## src/inc/vref_pkg.sv

```systemverilog
// constants shared by the voltage reference control block and its decoder
// assumes a 32-bit axi4-lite bus with word-aligned registers
package vref_pkg;
  // register indices as printed; byte address is four times the index
  localparam logic [7:0] REF_CTRL_INDEX = 8'h9F;
  localparam logic [7:0] REF_STATUS_INDEX = 8'hA0;
  localparam int ADDR_W = 12;
  localparam logic [11:0] REF_CTRL_ADDR = {2'h0, REF_CTRL_INDEX, 2'h0};
  localparam logic [11:0] REF_STATUS_ADDR = {2'h0, REF_STATUS_INDEX, 2'h0};
  // control register field positions
  localparam int POWER_BIT = 7;
  localparam int PIN_EN_BIT = 6;
  localparam int RANGE_BIT = 5;
  localparam int TAP_MSB = 3;
  localparam int TAP_LSB = 0;
  // status register field positions
  localparam int STAT_DRIVE_BIT = 8;
  localparam int STAT_POWER_BIT = 9;
  // value after any device reset
  localparam logic [7:0] REF_CTRL_RESET = 8'h00;
  // number of distinct taps per range
  localparam int TAP_COUNT = 16;
  // level is reported in 1/96 of supply, common to both ranges
  localparam int LEVEL_W = 7;
  localparam logic [LEVEL_W-1:0] HIGH_RANGE_BASE = 7'h08;
  localparam logic [LEVEL_W-1:0] HIGH_RANGE_SCALE = 7'h03;
  localparam logic [LEVEL_W-1:0] LOW_RANGE_SCALE = 7'h04;
  // axi response codes
  localparam logic [1:0] RESP_OKAY = 2'h0;
  localparam logic [1:0] RESP_SLVERR = 2'h2;
endpackage

```

## src/inc/ref_ctrl_if.sv

```systemverilog
// carries control fields into the ladder decoder and its results back
// assumes one clock domain; the decoder is purely combinational
`timescale 1ns/1ps
interface ref_ctrl_if;
  import vref_pkg::*;
  logic power; // ladder powered
  logic pin_en; // route reference to the pin
  logic range_low; // 1 = low range
  logic [3:0] tap; // ladder tap
  logic pin_is_input; // port a bit 2 direction is input
  logic [LEVEL_W-1:0] level; // level in 1/96 of supply
  logic drive; // reference drives the pin
  modport ctrl (output power, output pin_en, output range_low, output tap,
                output pin_is_input, input level, input drive);
  modport dec (input power, input pin_en, input range_low, input tap,
               input pin_is_input, output level, output drive);
endinterface

```

## src/hw/vref_control.sv

```systemverilog
// voltage reference control: one control register over axi4-lite
// assumes port_a_bit2_dir comes from logic on mclk, so it is not synchronised
//
// The implementer's own choice: the AXI4-Lite interface to the registers.
`timescale 1ns/1ps
module vref_control
  import vref_pkg::*;
(
  input wire logic mclk,
  input wire logic rstn,
  // axi4-lite write address
  input wire logic [ADDR_W-1:0] awaddr,
  input wire logic [2:0] awprot,
  input wire logic awvalid,
  output logic awready,
  // axi4-lite write data
  input wire logic [31:0] wdata,
  input wire logic [3:0] wstrb,
  input wire logic wvalid,
  output logic wready,
  // axi4-lite write response
  output logic [1:0] bresp,
  output logic bvalid,
  input wire logic bready,
  // axi4-lite read address
  input wire logic [ADDR_W-1:0] araddr,
  input wire logic [2:0] arprot,
  input wire logic arvalid,
  output logic arready,
  // axi4-lite read data
  output logic [31:0] rdata,
  output logic [1:0] rresp,
  output logic rvalid,
  input wire logic rready,
  // port a bit 2 direction, 1 = input
  input wire logic port_a_bit2_dir,
  // to the analog ladder and pin switch
  output logic ladder_power_enable,
  output logic range_low,
  output logic [3:0] tap_code,
  output logic pin_output_enable,
  output logic port_a_bit2_pin_drive,
  output logic [LEVEL_W-1:0] ref_level
);
  // write channel state
  logic aw_held; // address captured, waiting for data
  logic w_held; // data captured, waiting for address
  logic [ADDR_W-1:0] aw_addr; // captured write address
  logic [7:0] w_byte; // captured low data byte
  logic w_lane0; // captured strobe for byte lane 0
  logic next_aw_held;
  logic next_w_held;
  logic [ADDR_W-1:0] next_aw_addr;
  logic [7:0] next_w_byte;
  logic next_w_lane0;
  logic next_awready;
  logic next_wready;
  logic next_bvalid;
  logic [1:0] next_bresp;
  // control register fields
  logic power; // ladder power
  logic pin_en; // pin routing
  logic range_sel; // 1 = low range
  logic [3:0] tap; // ladder tap
  logic next_power;
  logic next_pin_en;
  logic next_range_sel;
  logic [3:0] next_tap;
  // read channel state
  logic next_arready;
  logic next_rvalid;
  logic [31:0] next_rdata;
  logic [1:0] next_rresp;
  // decoder results registered for the outputs
  logic next_drive;
  logic [LEVEL_W-1:0] next_level;
  logic [7:0] ctrl_word; // control register as read back

  ref_ctrl_if dec_if ();

  ladder_decoder u_dec (
    .bus(dec_if.dec)
  );

  // our own fields and port_a_bit2_dir feed the decoder; no comparator mode input exists
  assign dec_if.power = power;
  assign dec_if.pin_en = pin_en;
  assign dec_if.range_low = range_sel;
  assign dec_if.tap = tap;
  assign dec_if.pin_is_input = port_a_bit2_dir;

  // read image; bit 4 is not stored and always reads zero
  always_comb begin
    ctrl_word = 8'h00;
    ctrl_word[POWER_BIT] = power;
    ctrl_word[PIN_EN_BIT] = pin_en;
    ctrl_word[RANGE_BIT] = range_sel;
    ctrl_word[TAP_MSB:TAP_LSB] = tap;
  end

  // write path: address and data in either order, then one response
  always_comb begin
    next_aw_held = aw_held;
    next_w_held = w_held;
    next_aw_addr = aw_addr;
    next_w_byte = w_byte;
    next_w_lane0 = w_lane0;
    next_bvalid = bvalid;
    next_bresp = bresp;
    next_power = power;
    next_pin_en = pin_en;
    next_range_sel = range_sel;
    next_tap = tap;
    // response taken, slot free again
    if (bvalid && bready) begin
      next_bvalid = 1'b0;
    end
    // capture address
    if (awvalid && awready) begin
      next_aw_held = 1'b1;
      next_aw_addr = awaddr;
    end
    // capture data, only lane 0 carries implemented bits
    if (wvalid && wready) begin
      next_w_held = 1'b1;
      next_w_byte = wdata[7:0];
      next_w_lane0 = wstrb[0];
    end
    // commit once both halves are held and no response is pending
    if (aw_held && w_held && !bvalid) begin
      next_aw_held = 1'b0;
      next_w_held = 1'b0;
      next_bvalid = 1'b1;
      if (aw_addr == REF_CTRL_ADDR) begin
        next_bresp = RESP_OKAY;
        if (w_lane0) begin
          // bit 4 of the written byte is dropped
          next_power = w_byte[POWER_BIT];
          next_pin_en = w_byte[PIN_EN_BIT];
          next_range_sel = w_byte[RANGE_BIT];
          next_tap = w_byte[TAP_MSB:TAP_LSB];
        end
      end else if (aw_addr == REF_STATUS_ADDR) begin
        // status is read-only; write ignored but acknowledged
        next_bresp = RESP_OKAY;
      end else begin
        next_bresp = RESP_SLVERR; // unmapped
      end
    end
    // ready falls as soon as a half is held, so nothing is overwritten
    next_awready = !next_aw_held && !next_bvalid;
    next_wready = !next_w_held && !next_bvalid;
  end

  // write path registers; rstn is the device reset, sleep wake has no path here
  always_ff @(posedge mclk or negedge rstn) begin
    if (!rstn) begin
      aw_held <= 1'b0;
      w_held <= 1'b0;
      aw_addr <= '0;
      w_byte <= 8'h00;
      w_lane0 <= 1'b0;
      awready <= 1'b0;
      wready <= 1'b0;
      bvalid <= 1'b0;
      bresp <= RESP_OKAY;
      power <= REF_CTRL_RESET[POWER_BIT];
      pin_en <= REF_CTRL_RESET[PIN_EN_BIT];
      range_sel <= REF_CTRL_RESET[RANGE_BIT];
      tap <= REF_CTRL_RESET[TAP_MSB:TAP_LSB];
    end else begin
      aw_held <= next_aw_held;
      w_held <= next_w_held;
      aw_addr <= next_aw_addr;
      w_byte <= next_w_byte;
      w_lane0 <= next_w_lane0;
      awready <= next_awready;
      wready <= next_wready;
      bvalid <= next_bvalid;
      bresp <= next_bresp;
      // fields change only by a bus write; wake events never reach them
      power <= next_power;
      pin_en <= next_pin_en;
      range_sel <= next_range_sel;
      tap <= next_tap;
    end
  end

  // read path: one read at a time, data answered the edge after the address
  always_comb begin
    next_rvalid = rvalid;
    next_rdata = rdata;
    next_rresp = rresp;
    if (rvalid && rready) begin
      next_rvalid = 1'b0;
    end
    if (arvalid && arready) begin
      next_rvalid = 1'b1;
      next_rresp = RESP_OKAY;
      if (araddr == REF_CTRL_ADDR) begin
        next_rdata = {24'h000000, ctrl_word};
      end else if (araddr == REF_STATUS_ADDR) begin
        // live view of what the ladder and pin are doing
        next_rdata = 32'h00000000;
        next_rdata[LEVEL_W-1:0] = ref_level;
        next_rdata[STAT_DRIVE_BIT] = port_a_bit2_pin_drive;
        next_rdata[STAT_POWER_BIT] = ladder_power_enable;
      end else begin
        next_rdata = 32'h00000000;
        next_rresp = RESP_SLVERR; // unmapped
      end
    end
    next_arready = !next_rvalid;
  end

  // read path registers
  always_ff @(posedge mclk or negedge rstn) begin
    if (!rstn) begin
      arready <= 1'b0;
      rvalid <= 1'b0;
      rdata <= 32'h00000000;
      rresp <= RESP_OKAY;
    end else begin
      arready <= next_arready;
      rvalid <= next_rvalid;
      rdata <= next_rdata;
      rresp <= next_rresp;
    end
  end

  // registered decoder results; one cycle behind the fields
  always_comb begin
    next_drive = dec_if.drive;
    next_level = dec_if.level;
  end

  // outputs; analog switches see clean flop levels, never decode glitches
  always_ff @(posedge mclk or negedge rstn) begin
    if (!rstn) begin
      ladder_power_enable <= 1'b0;
      range_low <= 1'b0;
      tap_code <= 4'h0;
      pin_output_enable <= 1'b0;
      port_a_bit2_pin_drive <= 1'b0;
      ref_level <= '0;
    end else begin
      ladder_power_enable <= power;
      range_low <= range_sel;
      tap_code <= tap;
      pin_output_enable <= pin_en;
      port_a_bit2_pin_drive <= next_drive;
      ref_level <= next_level;
    end
  end
endmodule

```

## src/hw/ladder_decoder.sv

```systemverilog
// maps the control fields to a ladder level and a pin drive decision
// assumes fields come from registers on the same clock
`timescale 1ns/1ps
module ladder_decoder
  import vref_pkg::*;
(
  ref_ctrl_if.dec bus
);
  // level from tap and range; powered-down ladder reads as zero
  always_comb begin
    if (!bus.power) begin
      bus.level = '0;
    end else if (bus.range_low) begin
      bus.level = LOW_RANGE_SCALE * {3'h0, bus.tap}; // tap/24 of supply
    end else begin
      // quarter of supply plus tap/32 of supply
      bus.level = HIGH_RANGE_SCALE * (HIGH_RANGE_BASE + {3'h0, bus.tap});
    end
  end

  // the pin only sees the reference when it is an input and routing is on
  always_comb begin
    bus.drive = bus.power && bus.pin_en && bus.pin_is_input;
  end
endmodule

```

## config.mk

```make
export PLATFORM = sky130hd
export DESIGN_NAME = vref_control
export DESIGN_NICKNAME = d
export VERILOG_FILES = /design/src/inc/vref_pkg.sv /design/src/inc/ref_ctrl_if.sv /design/src/hw/vref_control.sv /design/src/hw/ladder_decoder.sv
export SDC_FILE = /design/constraint.sdc
export NUM_CORES = 1
export LEC_CHECK = 0
export BUFFER_PORTS_ARGS = -buffer_cell sky130_fd_sc_hd__buf_4
export CAP_MARGIN = 40
export CORE_ASPECT_RATIO = 1.25
export CORE_MARGIN = 3
export CORE_UTILIZATION = 45
export CTS_CLUSTER_SIZE = 24
export DETAILED_ROUTE_END_ITERATION = 8
export PLACE_DENSITY = 0.84
export SETUP_SLACK_MARGIN = 0.1
export SYNTH_ARGS = -nofsm -noshare
export SYNTH_HDL_FRONTEND = slang
export SYNTH_HIERARCHICAL = 1
export SYNTH_SLANG_ARGS = --single-unit
```

## constraint.sdc

```tcl
create_clock -name mclk -period 2.8 [get_ports mclk]
set_clock_uncertainty 0.2 [all_clocks]
set_input_delay 0.56 -clock mclk [delete_from_list [all_inputs] [get_ports mclk]]
set_output_delay 0.56 -clock mclk [all_outputs]
set_load 0.02 [all_outputs]
```

* Word level (Yosys, flattened, before mapping) *
Index checks and enable logic that the tools add are counted.
W data, S select, Z words.

cells by class
  muxes and demuxes = 16
  add/sub/neg operators = 1
  eq/ne operators = 4
  reductions and logical operators = 17
  $mul = 1

operators with widths
  operator                number
  $eq A12 B10 Y1 const B  4
  $mux W10                2
  $mux W7                 2
  $logic_and A1 B1 Y1     11
  $mux W1                 8
  $mux W2                 4
  $mul A2 B7 Y7 const A   1
  $add A4 B4 Y5 const A   1
  $logic_not A1 Y1        5
  $reduce_and A3 Y1       1

word-level totals
  bits of input ports = 74
  output and inout port bits = 56
  register bits = 86
  logic and storage cells = 62

* Longest topological paths before layout *
Gate-level depths: netlist of run 1.

  depth after elaboration = 5
  gate-level depth with buffers = 6
  mapped depth without buffers = 6

* Cells and area by module *
The synthesis of run 1 kept the hierarchy.

modules (own cells, without submodules)
  module          cells each  area each (µm²)  sequential area each (µm²)  times used
  vref_control    170         2,429.8          1,526.5                     1
  ladder_decoder  31          236.5            0.0                         1

* Worst setup path after synthesis of run 1 *
No wires, ideal clock.

  path kind = flip-flop to flip-flop
  start point = reg tap[1], in the netlist dec_if.tap[1]
  end point = reg ref_level[5]
  path buffers = 0
  data arrival time = 1.858 ns
  cell stages (with the launch flop) = 7
  clock period less this slack = 2.136 ns
  setup time = 0.078 ns
  required time = 2.522 ns
  path slack = 0.664 ns
  cell sequence = dfrtp_1 -> ha_1 -> inv_1 -> fa_1 -> fa_1 -> or3_1 -> a21boi_1

on the way
  cells in the longest elaborated chain, start to end = 4

ends and longest elaborated chain
  what                    line                  RTL
  from (decl)             vref_control.sv:64    logic [3:0] tap;
  from (signal assigned)  vref_control.sv:170   tap <= REF_CTRL_RESET[TAP_MSB:TAP_LSB];
  from (signal assigned)  vref_control.sv:185   tap <= next_tap;
  $add A4 B4 Y5           ladder_decoder.sv:17  bus.level = HIGH_RANGE_SCALE * (HIGH_RANGE_BASE + {3'h0, bus.tap});
  $mul A2 B7 Y7           ladder_decoder.sv:17
  $mux W7                 ladder_decoder.sv:13  end else if (bus.range_low) begin
  $mux W7                 ladder_decoder.sv:11  if (!bus.power) begin
  via dec_if.level[5]     ref_ctrl_if.sv:11     logic [LEVEL_W-1:0] level;
  to (signal assigned)    vref_control.sv:252   ref_level <= next_level;
  to (decl)               vref_control.sv:43    output logic [LEVEL_W-1:0] ref_level

The timed path passes the listed nets, and every way through them passes these cells.
A chain may end at the register's enable or synchronous reset.

* Worst setup path in the final report of run 1 *
Ends and elaborated chain as after synthesis.

==> impl_metrics.json, run 1 <==
{
  "cts_max_path_buffers": 2,
  "synthCells": 201,
  "grt-ovfl-total": 0,
  "start_kind": "flop",
  "vias": 1803,
  "hp-class": "in2async",
  "gp_congestion": 0.771,
  "die_y_um": 92.1,
  "path_class": "reg2reg",
  "power-per-cell-area_mw_per_mm2": 736,
  "drc_errors": 0,
  "report.final.slew_viol_count": 0,
  "timing.rr.end": "ref_level[5]",
  "slew_headroom_pct": 50.4,
  "drtIter0Drc": 115,
  "ant_nets": 0,
  "gr-usage-met1_pct": 19.0,
  "firstDrtPassIters": 4,
  "path_clk_slew_ps": 70,
  "worstPathArrival_ps": 2400,
  "syn_avg_cell_area_sq_um": 13.3,
  "synth_edf_count": 0,
  "synthFlopType": "dfrtp_1",
  "hold_violations": 0,
  "peakVddDrop_uv": 684,
  "power_mw": 2.50,
  "cts_root_buf": "clkbuf_8",
  "cts_buffers": 9,
  "die_w_um": 74.9,
  "cp_max_fo": 7,
  "vias_per_cell": 5.17,
  "rows": 30,
  "pin_count": 130,
  "core-area_sq_mm": 0.00559,
  "fin_crit_sh_pct": 83.5,
  "leakagePower_nw": 1.68,
  "setup.worst_path.end_class": "flop",
  "finalSetupTns_ps": 0,
  "grt_usage_pct": 16.6,
  "cts_setup_buffers": 0,
  "htree_levels": 3,
  "synth_area_sq_mm": 0.00267,
  "setup_viol": 0,
  "grt_max_degree": 62,
  "drive_gt1_share_pct": 41.8,
  "regToRegStartpoint": "dec_if.tap[1]",
  "cp-endpoint": "ref_level[5]",
  "post_drt_wl_per_cell_um": 15.2,
  "reg2reg_depth": 6,
  "wirelength_um": 5310,
  "ctsResizeCount": 0,
  "clock-sinks": 61,
  "yosysSeqAreaShare_pct": 57.3,
  "place.detailed.hpwl_um": 3820,
  "grt_pass1_vias": 1857,
  "outcome": "completed",
  "cap_violations": 0,
  "use_met2_pct": 26.5,
  "rsz0062_at_grt": "false",
  "cp-startpoint": "dec_if.tap[1]",
  "synth_seq_cells": 61,
  "fin_nets": 359,
  "tritoncts": "yes",
  "area_growth_pct": 27.1,
  "max_freq_mhz": 428,
  "ys_warn_count": 6,
  "yosysUniqueCellTypes": 41,
  "top_usage_layer": "met2",
  "cp_data_required_time_ps": 2860,
  "grt_pass1_wl_um": 8540,
  "start_util_pct": 47.7,
  "io_buffers": 71,
  "die-area_sq_mm": 0.00689,
  "clk_latency_ps": 330,
  "async_flop_share_pct": 100,
  "reg2reg_slack_ps": 460,
  "antenna_found_initial": 0,
  "holdBufCountCts": 0,
  "tightest_slew_ps": 744,
  "n_antenna_cell": 0,
  "grtUsageMet3_pct": 6.58,
  "period_minus_slack_ps": 2340
}
-- routing by layer --
metal,part of all wire [%],vias up
met5,0,-
met4,2.0,0
met3,8.5,9
met2,51,82
met1,38,885
li1,-,827
-- critical path, stage by stage, from the launching register on --
cell and delay [ps]:
dfrtp_1 470, ha_1 260, inv_1 70, fa_1 390
fa_1 390, or3_1 350, a21boi_1 140
-- Yosys cell counts (3+ instances only) --
cell	instances	share of area (%)
buf_4	25	7.0
and2_0	5	1.2
inv_1	6	0.84
nand2b_1	3	0.70
nor2_1	4	0.56
a221o_1	6	2.3
and3b_1	3	0.99
nand2_1	6	0.84
a21oi_1	7	1.3
mux2_2	27	11
a22o_1	4	1.3
a21boi_1	3	0.84
dfrtp_1	61	57
ha_1	3	1.4
nand4b_1	3	0.99
-- cell type report --
type                            instances  area (sq um)
Inverter                                6          22.5
Tap cell                               64          80.1
Clock inverter                          3          42.5
Clock buffer                           13           169
Timing Repair Buffer                   72           541
Multi-Input combinational cell        130          1010
Sequential cell                        61          1530
Fill cell                             459          2200
-- state kept, by name, indices dropped and copies added (netlist names), 4 cells and up --
| register | cells |
|---|---|
| tap_code | 4 |
| rdata | 10 |
| dec_if.tap | 4 |
| w_byte | 7 |
| ref_level | 7 |
| aw_addr | 12 |
-- how the worst min path moves through the flow --
stage	start	endpoint	slack [ps]	cells past startpoint
6_report	rstn	aw_addr[5]	90	1
5_1_grt	rstn	aw_addr[6]	150	1
3_5_place_dp	dec_if.pin_en	pin_output_enable	240	0
2_1_floorplan	rstn	arready	60	0
3_3_place_gp	dec_if.pin_en	pin_output_enable	240	0
4_1_cts	rstn	aw_addr[5]	110	1
-- per-stage QoR --
stage | instance area, sq um | utilization, % | hold slack (ps) | instances | setup slack (ps)
2_1_floorplan | 2750 | - | 64.4 | 224 | 664
3_3_place_gp | 3180 | 56.8 | 239 | 333 | 467
3_5_place_dp | 3180 | 56.8 | 237 | 333 | 435
4_1_cts | 3390 | 60.6 | 111 | 349 | 455
5_1_grt | 3390 | 60.6 | 147 | 349 | 361
6_report | 3390 | 60.6 | 90.1 | 349 | 463
-- cell families after synthesis --
| logic type | after synthesis | synth area share (%) |
|---|---|---|
| adders and majority gates | 5 | 2.91 |
| DFF | 61 | 57.2 |
| and+or+nand+nor | 48 | 13.0 |
| muxes | 27 | 11.4 |
| buffers and inverters | 33 | 8.17 |
| other | 1 | 0.141 |
| AOI/OAI and AO/OA | 26 | 7.13 |
-- layout by cell type, fill, tap and decap left out, drive strengths merged, types with 2 or more instances in the layout --
cell    count
nor4        3
nor2        4
nand2b      3
a22o        4
a21boi      3
and3        2
nand2       6
clkbuf     13
nor3b       2
a21oi       7
nand4b      3
fa          2
buf        72
conb       24
o22ai       2
or4         3
ha          3
and3b       3
o21ai       2
mux2       27
a221o       6
or2         3
dfrtp      61
nor2b       2
inv         6
and2        6
-- power by group --
| part | switching, mW | internal (mW) | leakage, nW |
|---|---|---|---|
| logic | 0.219 | 0.259 | 0.794 |
| clock network | 0.331 | 0.483 | 0.106 |
| registers | 0.132 | 1.07 | 0.785 |
(Power assumes the default switching activity.)
==> inputs of run 2 (changes only) <==
--- a/config.mk
+++ b/config.mk
@@ -5,14 +5,15 @@
 export SDC_FILE = /design/constraint.sdc
 export NUM_CORES = 1
 export LEC_CHECK = 0
+export ABC_AREA = 1
 export BUFFER_PORTS_ARGS = -buffer_cell sky130_fd_sc_hd__buf_4
 export CAP_MARGIN = 40
 export CORE_ASPECT_RATIO = 1.25
 export CORE_MARGIN = 3
-export CORE_UTILIZATION = 45
+export CORE_UTILIZATION = 42
 export CTS_CLUSTER_SIZE = 24
 export DETAILED_ROUTE_END_ITERATION = 8
-export PLACE_DENSITY = 0.84
+export PLACE_DENSITY = 0.82
 export SETUP_SLACK_MARGIN = 0.1
 export SYNTH_ARGS = -nofsm -noshare
 export SYNTH_HDL_FRONTEND = slang
==> constraint.sdc (replaced) <==
create_clock -name mclk -period 2.1 [get_ports mclk]
set_clock_uncertainty 0.2 [all_clocks]
set_input_delay 0.42 -clock mclk [delete_from_list [all_inputs] [get_ports mclk]]
set_output_delay 0.42 -clock mclk [all_outputs]
set_load 0.02 [all_outputs]
==> impl_metrics.json, run 2 <==
{
  "yosysTopAreaCell": "dfrtp_1",
  "die-area_sq_mm": 0.00771,
  "path_clk_slew_ps": 60,
  "grt-ovfl-total": 0,
  "yosysUniqueCellTypes": 27,
  "die_y_um": 97.5,
  "slowest_delay_ps": 420,
  "fin_ws_ps": 182,
  "leakagePower_nw": 1.98,
  "finalSetupTns_ps": 0,
  "drc_errors": 0,
  "cts_root_buf": "clkbuf_8",
  "place_ws_ps": 128,
  "clk_latency_ps": 320,
  "core-area_sq_mm": 0.00633,
  "rows": 32,
  "synthCells": 317,
  "period_minus_slack_ps": 1920,
  "cp_data_required_time_ps": 2110,
  "report.final.slew_viol_count": 0,
  "yosysMostFrequentCell": "nand2_1",
  "largest_reg_flops": 12,
  "grt_pass1_wl_um": 9360,
  "path_cells": "ha_2, inv_1, fa_2, fa_1, inv_2, nand3_2, nand2_1, nor2_1",
  "setup.worst_path.end_class": "flop",
  "regArea_sq_mm": 0.00153,
  "top_usage_layer": "met2",
  "async_flop_share_pct": 100,
  "holdCritStartpoint": "awaddr[9]",
  "grt_usage_pct": 15.1,
  "n_antenna_cell": 0,
  "fin_nets": 482,
  "firstDrtPassIters": 4,
  "tritoncts": "yes",
  "fin_crit_sh_pct": 91.3,
  "htree_levels": 3,
  "ys_warn_count": 6,
  "synth_seq_cells": 61,
  "drtIter0Drc": 64,
  "grt_max_degree": 33,
  "syn_avg_cell_area_sq_um": 8.86,
  "crit_slowest_cell": "dfrtp_1",
  "grtUsageMet3_pct": 3.80,
  "final_common_cell": "nand2_1",
  "wirelength_um": 5640,
  "worstPathArrival_ps": 1930,
  "use_met2_pct": 25.7,
  "gr-usage-met1_pct": 17.7,
  "post-synth-top-area-fraction_pct": 54.3,
  "yosysSeqAreaShare_pct": 54.3,
  "cp_max_fo": 5,
  "cts_buffers": 9,
  "outcome": "completed",
  "vias": 2225,
  "multi_input_area_sq_mm": 0.00105,
  "die_w_um": 79.2,
  "ys_top_cells_by_count": "nand2_1, dfrtp_1, buf_4, inv_1, nand3_1",
  "fillers": 595,
  "grt_pass1_vias": 2180,
  "area_growth_pct": 27.2,
  "hold_violations": 0,
  "final_cell_mix": "nand2_1, buf_4, dfrtp_1",
  "vias_per_cell": 4.51,
  "synth_edf_count": 0,
  "clock-sinks": 61,
  "power-per-cell-area_mw_per_mm2": 905,
  "cpLargestDelayFamily": "adder cells",
  "start_kind": "flop",
  "top_regs": "aw_addr (12), rdata (10)",
  "pin_count": 130,
  "cp-startpoint": "dec_if.tap[1]",
  "cap_violations": 0,
  "antenna_found_initial": 0,
  "synthFlopType": "dfrtp_1",
  "place.detailed.hpwl_um": 4270,
  "path_class": "reg2reg",
  "hp-class": "in2reg",
  "critPathBufInv": 2,
  "yosys-top-cells-area": "dfrtp_1, nand2_1, buf_4",
  "regMostFlops": "aw_addr",
  "ant_nets": 0,
  "synth_area_sq_mm": 0.00281,
  "drive_gt1_share_pct": 27.2,
  "max_freq_mhz": 521,
  "io_buffers": 71,
  "start_util_pct": 44.4,
  "cts_max_path_buffers": 2,
  "gp_congestion": 0.832,
  "rsz0062_at_grt": "false",
  "setup_viol": 0,
  "regToRegStartpoint": "dec_if.tap[1]",
  "peakVddDrop_uv": 814,
  "post_drt_wl_per_cell_um": 11.4
}
## run 2: changes by cell type in the layout (fill, tap and decap cells not counted), moves of 6 or more
cell     change
inv_2        +7
a221o_1      -6
nand4_1      +8
buf_4        +7
nor2_1       +8
o21ai_1      +6
nand3_1     +19
nand2_1    +112
mux2_2      -27
inv_1       +18
## run 2: logic make-up (layout without fill, tap and decap cells)
group	count (synthesis)	after routing	share of synthesized area, %
AOI/OAI and AO/OA	18	18	3.43
buffers and inverters	59	127	11.5
and+or+nand+nor	173	173	27.8
adders and majority gates	5	5	2.76
other	1	24	0.133
DFF	61	61	54.3
## run 2: timing repair
action                                  CTS  global route
hold buffers                              1             0
resized for setup                         0             3
setup buffers                             0             1
endpoints found under the hold margin    29             0
endpoints found under the setup margin    0             1
## run 2: final timing paths
path	end	slack, ps	cells after the start
setup / recovery	ref_level[5]	180	8
hold / removal	aw_addr[9]	90	3
setup reg to reg	ref_level[5]	180	8
hold reg to reg	pin_output_enable	240	0
max in group asynchronous	dec_if.tap[1]	780	3
min in group asynchronous	w_lane0	380	2
## run 2: area by class of cell
type,instances,share of cell area [%]
Sequential cell,61,42.7
Multi-Input combinational cell,220,29.4
Timing Repair Buffer,80,16.9
Clock buffer,15,4.66
Inverter,31,3.26
Tap cell,85,2.98
Clock inverter,1,0.140
## run 2: worst reg2reg max path, stage by stage (launching register included)
cell and delay (ps):
dfrtp_1 420, ha_2 200, inv_1 50, fa_2 330, fa_1 380, inv_2 70
nand3_2 50, nand2_1 70, nor2_1 40
## run 2: power by group
| group | leakage (nW) | switching [mW] | internal (mW) | total [mW] |
|---|---|---|---|---|
| sequential | 0.802 | 0.157 | 1.43 | 1.58 |
| clock | 0.0877 | 0.405 | 0.493 | 0.898 |
| combinational | 1.09 | 0.477 | 0.274 | 0.751 |
| total | 1.98 | 1.04 | 2.20 | 3.23 |
## run 2: stage by stage
stage                     instance area [sq um]  power [mW]  std cells  hold slack (ps)  util, %
after detailed placement                   3380        2.35        475              176     53.4
after floorplan                            2900        2.11        340            -75.6        -
after CTS                                  3560        3.27        492             75.7     56.3
final                                      3570        3.23        493             85.4     56.5
after global routing                       3570        3.46        493             81.0     56.5
after global placement                     3380        2.31        475              173     53.4
## run 2: layer usage
metal	part of all wire [%]	wire length, um
met1	43	2400
met2	51	2870
met3	5.6	315
met4	1.0	57
met5	0	0
